## config.mk

```make
export PLATFORM = sky130hd
export DESIGN_NAME = por_sleep_ctrl
export DESIGN_NICKNAME = d
export VERILOG_FILES = /design/src/por_sleep_pkg.sv /design/src/por_oneshot_timer.sv /design/src/por_sleep_ctrl.sv
export SDC_FILE = /design/constraint.sdc
export NUM_CORES = 1
export LEC_CHECK = 0
export ABC_AREA = 1
export BUFFER_PORTS_ARGS = -buffer_cell sky130_fd_sc_hd__buf_2
export CAP_MARGIN = 20
export CORE_AREA = 8 8 104 106
export DETAILED_ROUTE_END_ITERATION = 8
export DIE_AREA = 0 0 112 114
export HOLD_SLACK_MARGIN = 0.12
export PLACE_DENSITY = 0.59
export SETUP_SLACK_MARGIN = 0.15
export SLEW_MARGIN = 20
export SYNTH_ARGS = -nofsm -noshare
export SYNTH_HDL_FRONTEND = slang
export SYNTH_HIERARCHICAL = 1
export SYNTH_SLANG_ARGS = --single-unit
```

## constraint.sdc

```tcl
create_clock -name i_mclk -period 2.3 [get_ports i_mclk]
set_clock_uncertainty 0.05 [all_clocks]
set_input_delay 0.115 -clock i_mclk [delete_from_list [all_inputs] [get_ports i_mclk]]
set_output_delay 0.115 -clock i_mclk [all_outputs]
set_load 0.1 [all_outputs]
```

## src/por_sleep_pkg.sv

```systemverilog
// Shared constants for the power-on delay and sleep-mode controller
package por_sleep_pkg;

   // Power-on delay, least time, in milliseconds as printed
   localparam real POR_MIN_MS = 2.5;
   // System clock rate in megahertz
   localparam real MCLK_MHZ = 50.0;
   // Least delay in system clock cycles, rounded up
   localparam int POR_MIN_CYCLES = int'($ceil(POR_MIN_MS * 1000.0 * MCLK_MHZ));
   // System clock cycles per tick of the delay oscillator
   localparam int RC_DIV_DEFAULT = 50;

   // Restart address after leaving stop mode through a reset
   localparam logic [15:0] STOP_RESTART_ADDR = 16'h000c;
   // Restart address after a cold start
   localparam logic [15:0] COLD_RESTART_ADDR = 16'h0000;

   // Number of external interrupt request inputs
   localparam int NUM_EXT_IRQ = 6;
   // Flip-flop stages of each pin synchroniser
   localparam int SYNC_STAGES = 2;

   // Controller states
   typedef enum logic [2:0] {
      ST_PWRWAIT,
      ST_DELAY,
      ST_EXTRST,
      ST_RUN,
      ST_HALT,
      ST_STOP
   } pwr_state_e;

endpackage : por_sleep_pkg

```

## src/por_oneshot_timer.sv

```systemverilog
// One-shot power-on delay timer ticked by its own oscillator divider
`timescale 1ns/1ns
module por_oneshot_timer
   import por_sleep_pkg::*;
#(
   parameter int RC_DIV = RC_DIV_DEFAULT,
   parameter int TICKS = 2500
)
(
   input wire logic i_mclk,
   input wire logic i_rst_b,
   input wire logic i_start,
   output logic o_busy,
   output logic o_done
);

   localparam int DIV_W = (RC_DIV > 2) ? $clog2(RC_DIV) : 1;
   localparam int TICK_W = $clog2(TICKS + 1);
   localparam logic [DIV_W-1:0] DIV_LAST = DIV_W'(RC_DIV - 1);
   localparam logic [TICK_W-1:0] TICK_LOAD = TICK_W'(TICKS);
   localparam logic [TICK_W-1:0] TICK_ONE = TICK_W'(1);

   logic [DIV_W-1:0] div_reg; // Oscillator divider phase
   logic [DIV_W-1:0] div_next;
   logic [TICK_W-1:0] tick_reg; // Ticks still to run
   logic [TICK_W-1:0] tick_next;
   logic busy_reg; // Delay running
   logic busy_next;
   logic done_reg; // Delay finished, one cycle
   logic done_next;
   logic rc_tick; // One-cycle oscillator tick enable

   ////////////////////////////////////////////////////////////////////////////
   // Next state: a start restarts the oscillator phase and reloads the count
   always_comb
   begin
      div_next = div_reg;
      tick_next = tick_reg;
      busy_next = busy_reg;
      done_next = 1'b0;
      rc_tick = busy_reg && (div_reg == DIV_LAST);
      if (i_start)
      begin
         // Retrigger always restarts the full delay
         div_next = '0;
         tick_next = TICK_LOAD;
         busy_next = 1'b1;
      end
      else if (busy_reg)
      begin
         // Timer advances only on oscillator ticks
         div_next = rc_tick ? '0 : div_reg + DIV_W'(1);
         if (rc_tick)
         begin
            tick_next = tick_reg - TICK_ONE;
            if (tick_reg == TICK_ONE)
            begin
               busy_next = 1'b0;
               done_next = 1'b1;
            end
         end
      end
   end

   // Registers only
   always_ff @(posedge i_mclk or negedge i_rst_b)
   begin
      if (!i_rst_b)
      begin
         div_reg <= '0;
         tick_reg <= '0;
         busy_reg <= 1'b0;
         done_reg <= 1'b0;
      end
      else
      begin
         div_reg <= div_next;
         tick_reg <= tick_next;
         busy_reg <= busy_next;
         done_reg <= done_next;
      end
   end

   assign o_busy = busy_reg;
   assign o_done = done_reg;

   ////////////////////////////////////////////////////////////////////////////
   // Helper: cycles since the last start, for the duration check
   logic [31:0] run_cnt_reg;
   always_ff @(posedge i_mclk or negedge i_rst_b)
   begin
      if (!i_rst_b)
      begin
         run_cnt_reg <= '0;
      end
      else
      begin
         run_cnt_reg <= i_start ? 32'h0000_0000 : run_cnt_reg + 32'h0000_0001;
      end
   end
endmodule : por_oneshot_timer

```

## src/por_sleep_ctrl.sv

```systemverilog
// Power-on delay, reset release and halt/stop clock control
`timescale 1ns/1ns
module por_sleep_ctrl
   import por_sleep_pkg::*;
#(
   parameter int POR_CYCLES = POR_MIN_CYCLES,
   parameter int RC_DIV = RC_DIV_DEFAULT
)
(
   input wire logic i_mclk,
   input wire logic i_rst_b,
   input wire logic i_power_ok,
   input wire logic i_ext_reset_b,
   input wire logic i_stop_recovery,
   input wire logic [NUM_EXT_IRQ-1:0] i_irq,
   input wire logic [NUM_EXT_IRQ-1:0] i_irq_enable,
   input wire logic i_int_irq,
   input wire logic i_wdt_timeout,
   input wire logic i_recovery_delay_en,
   input wire logic i_halt_req,
   input wire logic i_stop_req,
   output logic o_cpu_rst_b,
   output logic o_cpu_clk_en,
   output logic o_xtal_en,
   output logic o_periph_clk_en,
   output logic o_por_busy,
   output logic [15:0] o_restart_addr
);

   // Ticks of the delay oscillator, rounded up to cover the least time
   localparam int POR_TICKS = (POR_CYCLES + RC_DIV - 1) / RC_DIV;
   localparam int PIN_W = NUM_EXT_IRQ + 3;

   ////////////////////////////////////////////////////////////////////////////
   // Pin synchronisers
   logic [PIN_W-1:0] pin_meta_reg; // First stage, read only by the second
   logic [PIN_W-1:0] pin_sync_reg; // Second stage, safe to use
   logic pwr_ok_s; // Supply good
   logic ext_rst_b_s; // External reset pin, low active
   logic recov_s; // Stop-mode recovery request
   logic [NUM_EXT_IRQ-1:0] irq_s; // External interrupt requests

   // Two flip-flops per pin
   always_ff @(posedge i_mclk or negedge i_rst_b)
   begin
      if (!i_rst_b)
      begin
         pin_meta_reg <= '0;
         pin_sync_reg <= '0;
      end
      else
      begin
         pin_meta_reg <= {i_stop_recovery, i_ext_reset_b, i_power_ok, i_irq};
         pin_sync_reg <= pin_meta_reg;
      end
   end

   assign irq_s = pin_sync_reg[NUM_EXT_IRQ-1:0];
   assign pwr_ok_s = pin_sync_reg[NUM_EXT_IRQ];
   assign ext_rst_b_s = pin_sync_reg[NUM_EXT_IRQ+1];
   assign recov_s = pin_sync_reg[NUM_EXT_IRQ+2];

   ////////////////////////////////////////////////////////////////////////////
   // Delay timer
   logic por_start; // Launch the one-shot
   logic por_done; // One-shot finished

   por_oneshot_timer #(
      .RC_DIV(RC_DIV),
      .TICKS(POR_TICKS)
   ) u_timer (
      .i_mclk(i_mclk),
      .i_rst_b(i_rst_b),
      .i_start(por_start),
      .o_busy(o_por_busy),
      .o_done(por_done)
   );

   ////////////////////////////////////////////////////////////////////////////
   // Controller state and registered outputs
   pwr_state_e state_reg;
   pwr_state_e state_next;
   logic cpu_rst_b_reg;
   logic cpu_rst_b_next;
   logic cpu_clk_en_reg;
   logic cpu_clk_en_next;
   logic xtal_en_reg;
   logic xtal_en_next;
   logic periph_en_reg;
   logic periph_en_next;
   logic [15:0] addr_reg;
   logic [15:0] addr_next;
   logic wake; // Enabled interrupt pending

   // Enabled external interrupt, or any internal interrupt, wakes from halt
   assign wake = (|(irq_s & i_irq_enable)) || i_int_irq;

   // Next state and outputs
   always_comb
   begin
      state_next = state_reg;
      por_start = 1'b0;
      addr_next = addr_reg;
      if (!pwr_ok_s)
      begin
         // Supply lost: hold everything until power is good again
         state_next = ST_PWRWAIT;
         addr_next = COLD_RESTART_ADDR;
      end
      else if (state_reg == ST_PWRWAIT)
      begin
         // Power became good, including brownout wake
         state_next = ST_DELAY;
         por_start = 1'b1;
      end
      else if (!ext_rst_b_s)
      begin
         // External reset, also ends stop
         state_next = ST_EXTRST;
         if (state_reg == ST_STOP)
            addr_next = STOP_RESTART_ADDR;
      end
      else if (i_wdt_timeout)
      begin
         // Watchdog expiry restarts the delay
         state_next = ST_DELAY;
         por_start = 1'b1;
         if (state_reg == ST_STOP)
            addr_next = STOP_RESTART_ADDR;
      end
      else
      begin
         unique case (state_reg)
            // Not reached here: power-wait is handled above
            ST_PWRWAIT: state_next = ST_DELAY;
            ST_DELAY:
            begin
               // Execution waits for the delay to finish
               if (por_done)
                  state_next = ST_RUN;
            end
            // Pin released; a delay that the pin cut into still runs out first
            ST_EXTRST: state_next = o_por_busy ? ST_DELAY : ST_RUN;
            ST_RUN:
            begin
               // Stop takes priority over halt
               if (i_stop_req)
                  state_next = ST_STOP;
               else if (i_halt_req)
                  state_next = ST_HALT;
            end
            ST_HALT:
            begin
               // Only an enabled external or any internal interrupt resumes the core
               if (wake)
                  state_next = ST_RUN;
            end
            ST_STOP:
            begin
               // Interrupts are ignored; in this branch only recovery leaves, reset causes are handled above
               if (recov_s)
               begin
                  addr_next = STOP_RESTART_ADDR;
                  if (i_recovery_delay_en)
                  begin
                     state_next = ST_DELAY;
                     por_start = 1'b1;
                  end
                  else
                     state_next = ST_EXTRST;
               end
            end
         endcase
      end
      // Outputs follow the next state
      cpu_rst_b_next = (state_next == ST_RUN) || (state_next == ST_HALT)
         || (state_next == ST_STOP);
      cpu_clk_en_next = (state_next != ST_HALT) && (state_next != ST_STOP);
      xtal_en_next = (state_next != ST_STOP);
      periph_en_next = (state_next != ST_STOP);
   end

   // Registers only
   always_ff @(posedge i_mclk or negedge i_rst_b)
   begin
      if (!i_rst_b)
      begin
         state_reg <= ST_PWRWAIT;
         cpu_rst_b_reg <= 1'b0;
         cpu_clk_en_reg <= 1'b1;
         xtal_en_reg <= 1'b1;
         periph_en_reg <= 1'b1;
         addr_reg <= COLD_RESTART_ADDR;
      end
      else
      begin
         state_reg <= state_next;
         cpu_rst_b_reg <= cpu_rst_b_next;
         cpu_clk_en_reg <= cpu_clk_en_next;
         xtal_en_reg <= xtal_en_next;
         periph_en_reg <= periph_en_next;
         addr_reg <= addr_next;
      end
   end

   assign o_cpu_rst_b = cpu_rst_b_reg;
   assign o_cpu_clk_en = cpu_clk_en_reg;
   assign o_xtal_en = xtal_en_reg;
   assign o_periph_clk_en = periph_en_reg;
   assign o_restart_addr = addr_reg;

   ////////////////////////////////////////////////////////////////////////////
   // Checks
   logic quiet; // No reset cause this cycle
   assign quiet = pwr_ok_s && ext_rst_b_s && !i_wdt_timeout;
endmodule : por_sleep_ctrl

```

==> run metrics <==
area of the core=between 9000 and 10000 um2; Crit Reg-Reg Startpoint=state_reg[0]; clock tree from TritonCTS=done; worst endpoint data arrival time=between 2000 and 2500 ps; # port buffers=42; required time of the worst setup path=2500 ps; Worst Hold Slack=152 ps; flip-flop count of the largest register after layout=16; synthesized area per cell=8.44 um2; pin count of the biggest net entering global routing=34; Post-Synthesis Cell Area=2660 um2; DRC=0; async set-reset flop share out of synthesis=100%; maximum achievable frequency=around 510 MHz; final sum of negative setup slack=0 ps; cell types occupying the most area after synthesis=sky130_fd_sc_hd__dfrtp_1 55%, sky130_fd_sc_hd__nand2_1 9.5%, sky130_fd_sc_hd__inv_1 7.3%, sky130_fd_sc_hd__nor2_1 7.2%, sky130_fd_sc_hd__nand3_1 4.5%; synthesized netlist net count=341; filler cell count in the final layout=around 930; H-tree lvl count=3; Inserted Clock Buffers=9; critical register-to-register path endpoint=u_timer/tick_reg[5]; number of placed I/O pins=43; number of enable-type register cells in the synthesized netlist=0; WS Path Type=register to register; Worst Min Path Start=i_wdt_timeout; total area of sequential cells=between 1500 and 2000 um2; antenna violations before repair=0; Worst Hold Path Cells=6; hold violation count in the final report=0; minimum period implied by the final worst setup slack=about 2000 ps; gp weighted congestion=0.861; unrepaired setup endpoints after global routing=yes; Synth Register Bits=60; Cell variety after synth=27; critical path launch point type=register; Yosys warning total=6; # Max-Cap Violations=0; fraction of layout cells with a size suffix above 1=20.4%; worst hold-check path type=input port to register; latest clock arrival within the worst-skew pair=330 ps; final slew viol count=0; share of the synthesized area in the top cell type=54.6%; endpoint kind of the worst setup timing path=register; reg2reg setup slack=330 ps; total global-route track usage=9.63%; Total Die Area=around 13000 um2; antenna cell count=0; maximum buffer depth of the clock tree=2; die span in x=112 um; via count of the first global-routing pass=2188; count of routing violations after the opening detailed-route iteration=167; overall overflow remaining after global route=0; Post-Synthesis Cells=315; height of the die=114 um; critical-path cell with the highest stage delay=sky130_fd_sc_hd__dfrtp_1; crit-path max FO=12; HPWL after DPL=4080 um; Via-to-Cell Ratio=4.40; P_leak=1.68 nW; fraction of the yosys area taken by sequential cells=a little under three fifths; Synth top cells by count=67 x sky130_fd_sc_hd__nand2_1, 58 x sky130_fd_sc_hd__dfrtp_1, 52 x sky130_fd_sc_hd__inv_1, 51 x sky130_fd_sc_hd__nor2_1, 24 x sky130_fd_sc_hd__nand3_1; fin nets=401; total power after layout=0.00228 W; aggregate routed wire length=5520 um; worst vdd ir=225 uV; run status=completed; cells on worst reg2reg path=8; pin slew with the least headroom to its limit=663 ps; total setup violations reported at the end of the flow=0; average wire per cell in the routed design=11.3 um; most frequently used cell type in the post-synthesis netlist=sky130_fd_sc_hd__nand2_1; Area growth, synth to finish=22.8%; most frequent cell on the critical path=sky130_fd_sc_hd__o21ai_0; Sink Count=60; Endpoint, Worst Hold=o_cpu_rst_b; post-synthesis cell type with the largest combined area=sky130_fd_sc_hd__dfrtp_1; Critical Path, Cell by Cell=nand3_1 > o21ai_0 > nand2_1 > a21oi_1 > inv_1 > nand2_4 > inv_2 > o21ai_0; clock slew at the register clock pins of the worst setup and hold paths=70 ps; Post-synth top flop=sky130_fd_sc_hd__dfrtp_1; 1st-pass router iterations=4; Via Count=around 2200; buffer cell driving the clock tree root=sky130_fd_sc_hd__clkbuf_8; worst rel slew slack=55.8%; power density over the cells=697 nW/um2; wire length of the first global-routing pass=just under 10000 um; area used by multi-input combinational logic=between 900 and 1000 um2; final clock period utilization by the worst path=85.4%; longest individual stage delay on the worst path=500 ps; starting utilization of the core area=29.2%; standard-cell rows=35; antenna viol nets, final=0
[logic make-up (layout without fill, tap and decap cells)]
family                   after synthesis  after routing  share of synthesized area, %
AND/OR/NAND/NOR                      165            165                          27.0
flip-flops                            60             60                          56.5
adder cells (fa/ha/maj)                4              4                          1.88
AO/OA/AOI/OAI                         26             26                          5.46
buffers and inverters                 60            123                          9.08
[layer usage]
metal	vias up	GRT usage (%)	wire [um]
li1	1085	-	-
met1	998	9.99	2410
met2	58	16.2	2650
met3	9	4.70	357
met4	0	4.59	99
met5	-	0	0
[report_power, final]
| group | total (W) | internal (W) | switching (W) |
|---|---|---|---|
| sequential | 0.00118 | 0.00112 | 0.0000591 |
| combinational | 0.000298 | 0.000108 | 0.000191 |
| clock | 0.000802 | 0.000405 | 0.000397 |
| total | 0.00228 | 0.00163 | 0.000646 |
[stage by stage]
step	utilization [%]	instance area, um2	setup slack [ps]	cells
4_1_cts	35.8	3260	346	489
3_3_place_gp	32.9	3000	417	465
2_1_floorplan	-	2660	500	315
3_5_place_dp	32.9	3000	359	465
5_1_grt	35.9	3270	142	489
6_report	35.9	3270	335	489
[layout make-up]
cell class / instances / share of cell area [%]
Tap cell: 111 / 4.25
Timing Repair Buffer: 53 / 10.1
Clock buffer: 10 / 4.21
Inverter: 56 / 6.44
Clock inverter: 4 / 0.843
Sequential cell: 60 / 46.1
Multi-Input combinational cell: 195 / 28.1
[layout by cell type (no fill, tap or decap), types with 3 or more instances in the layout]
cell / synthesis / final
sky130_fd_sc_hd__a21oi_1: 11 / 11
sky130_fd_sc_hd__nand3_1: 24 / 24
sky130_fd_sc_hd__ha_1: 4 / 4
sky130_fd_sc_hd__nor3_1: 7 / 7
sky130_fd_sc_hd__inv_2: 4 / 4
sky130_fd_sc_hd__inv_1: 52 / 52
sky130_fd_sc_hd__nand4_1: 3 / 3
sky130_fd_sc_hd__dfrtp_1: 58 / 58
sky130_fd_sc_hd__o21ai_0: 7 / 7
sky130_fd_sc_hd__buf_2: 1 / 42
sky130_fd_sc_hd__clkinvlp_4: 0 / 3
sky130_fd_sc_hd__clkbuf_8: 0 / 10
sky130_fd_sc_hd__nand2_2: 4 / 4
sky130_fd_sc_hd__dlygate4sd3_1: 0 / 10
sky130_fd_sc_hd__o21ai_2: 3 / 3
sky130_fd_sc_hd__nor2_1: 51 / 50
sky130_fd_sc_hd__nand2_1: 67 / 67
sky130_fd_sc_hd__nor2_2: 2 / 3
[critical path, delay by kind of cell (launching register included)]
family / cells / cell delay [ps]
AOI/OAI and AO/OA: 3 / 570
DFF: 1 / 500
buffers and inverters: 2 / 350
and+or+nand+nor: 3 / 420
[how the worst max path moves through the flow]
stage / endpoint / depth (start not counted) / slack (ps) / from
after floorplan: u_timer/div_reg[5] / 5 / 500 / u_timer/o_busy
after global placement: u_timer/div_reg[0] / 10 / 420 / state_reg[1]
after detailed placement: u_timer/div_reg[0] / 10 / 360 / state_reg[1]
after CTS: u_timer/tick_reg[5] / 9 / 350 / state_reg[1]
after global routing: u_timer/tick_reg[5] / 8 / 140 / state_reg[0]
final: u_timer/tick_reg[5] / 8 / 330 / state_reg[0]
[what timing repair did]
item                                    CTS  global route
hold buffers                             10             0
endpoints found under the setup margin    0             3
buffers inserted                          0             0
resized for setup                         0             1
endpoints found under the hold margin    34             0
(Power assumes the default switching activity.)
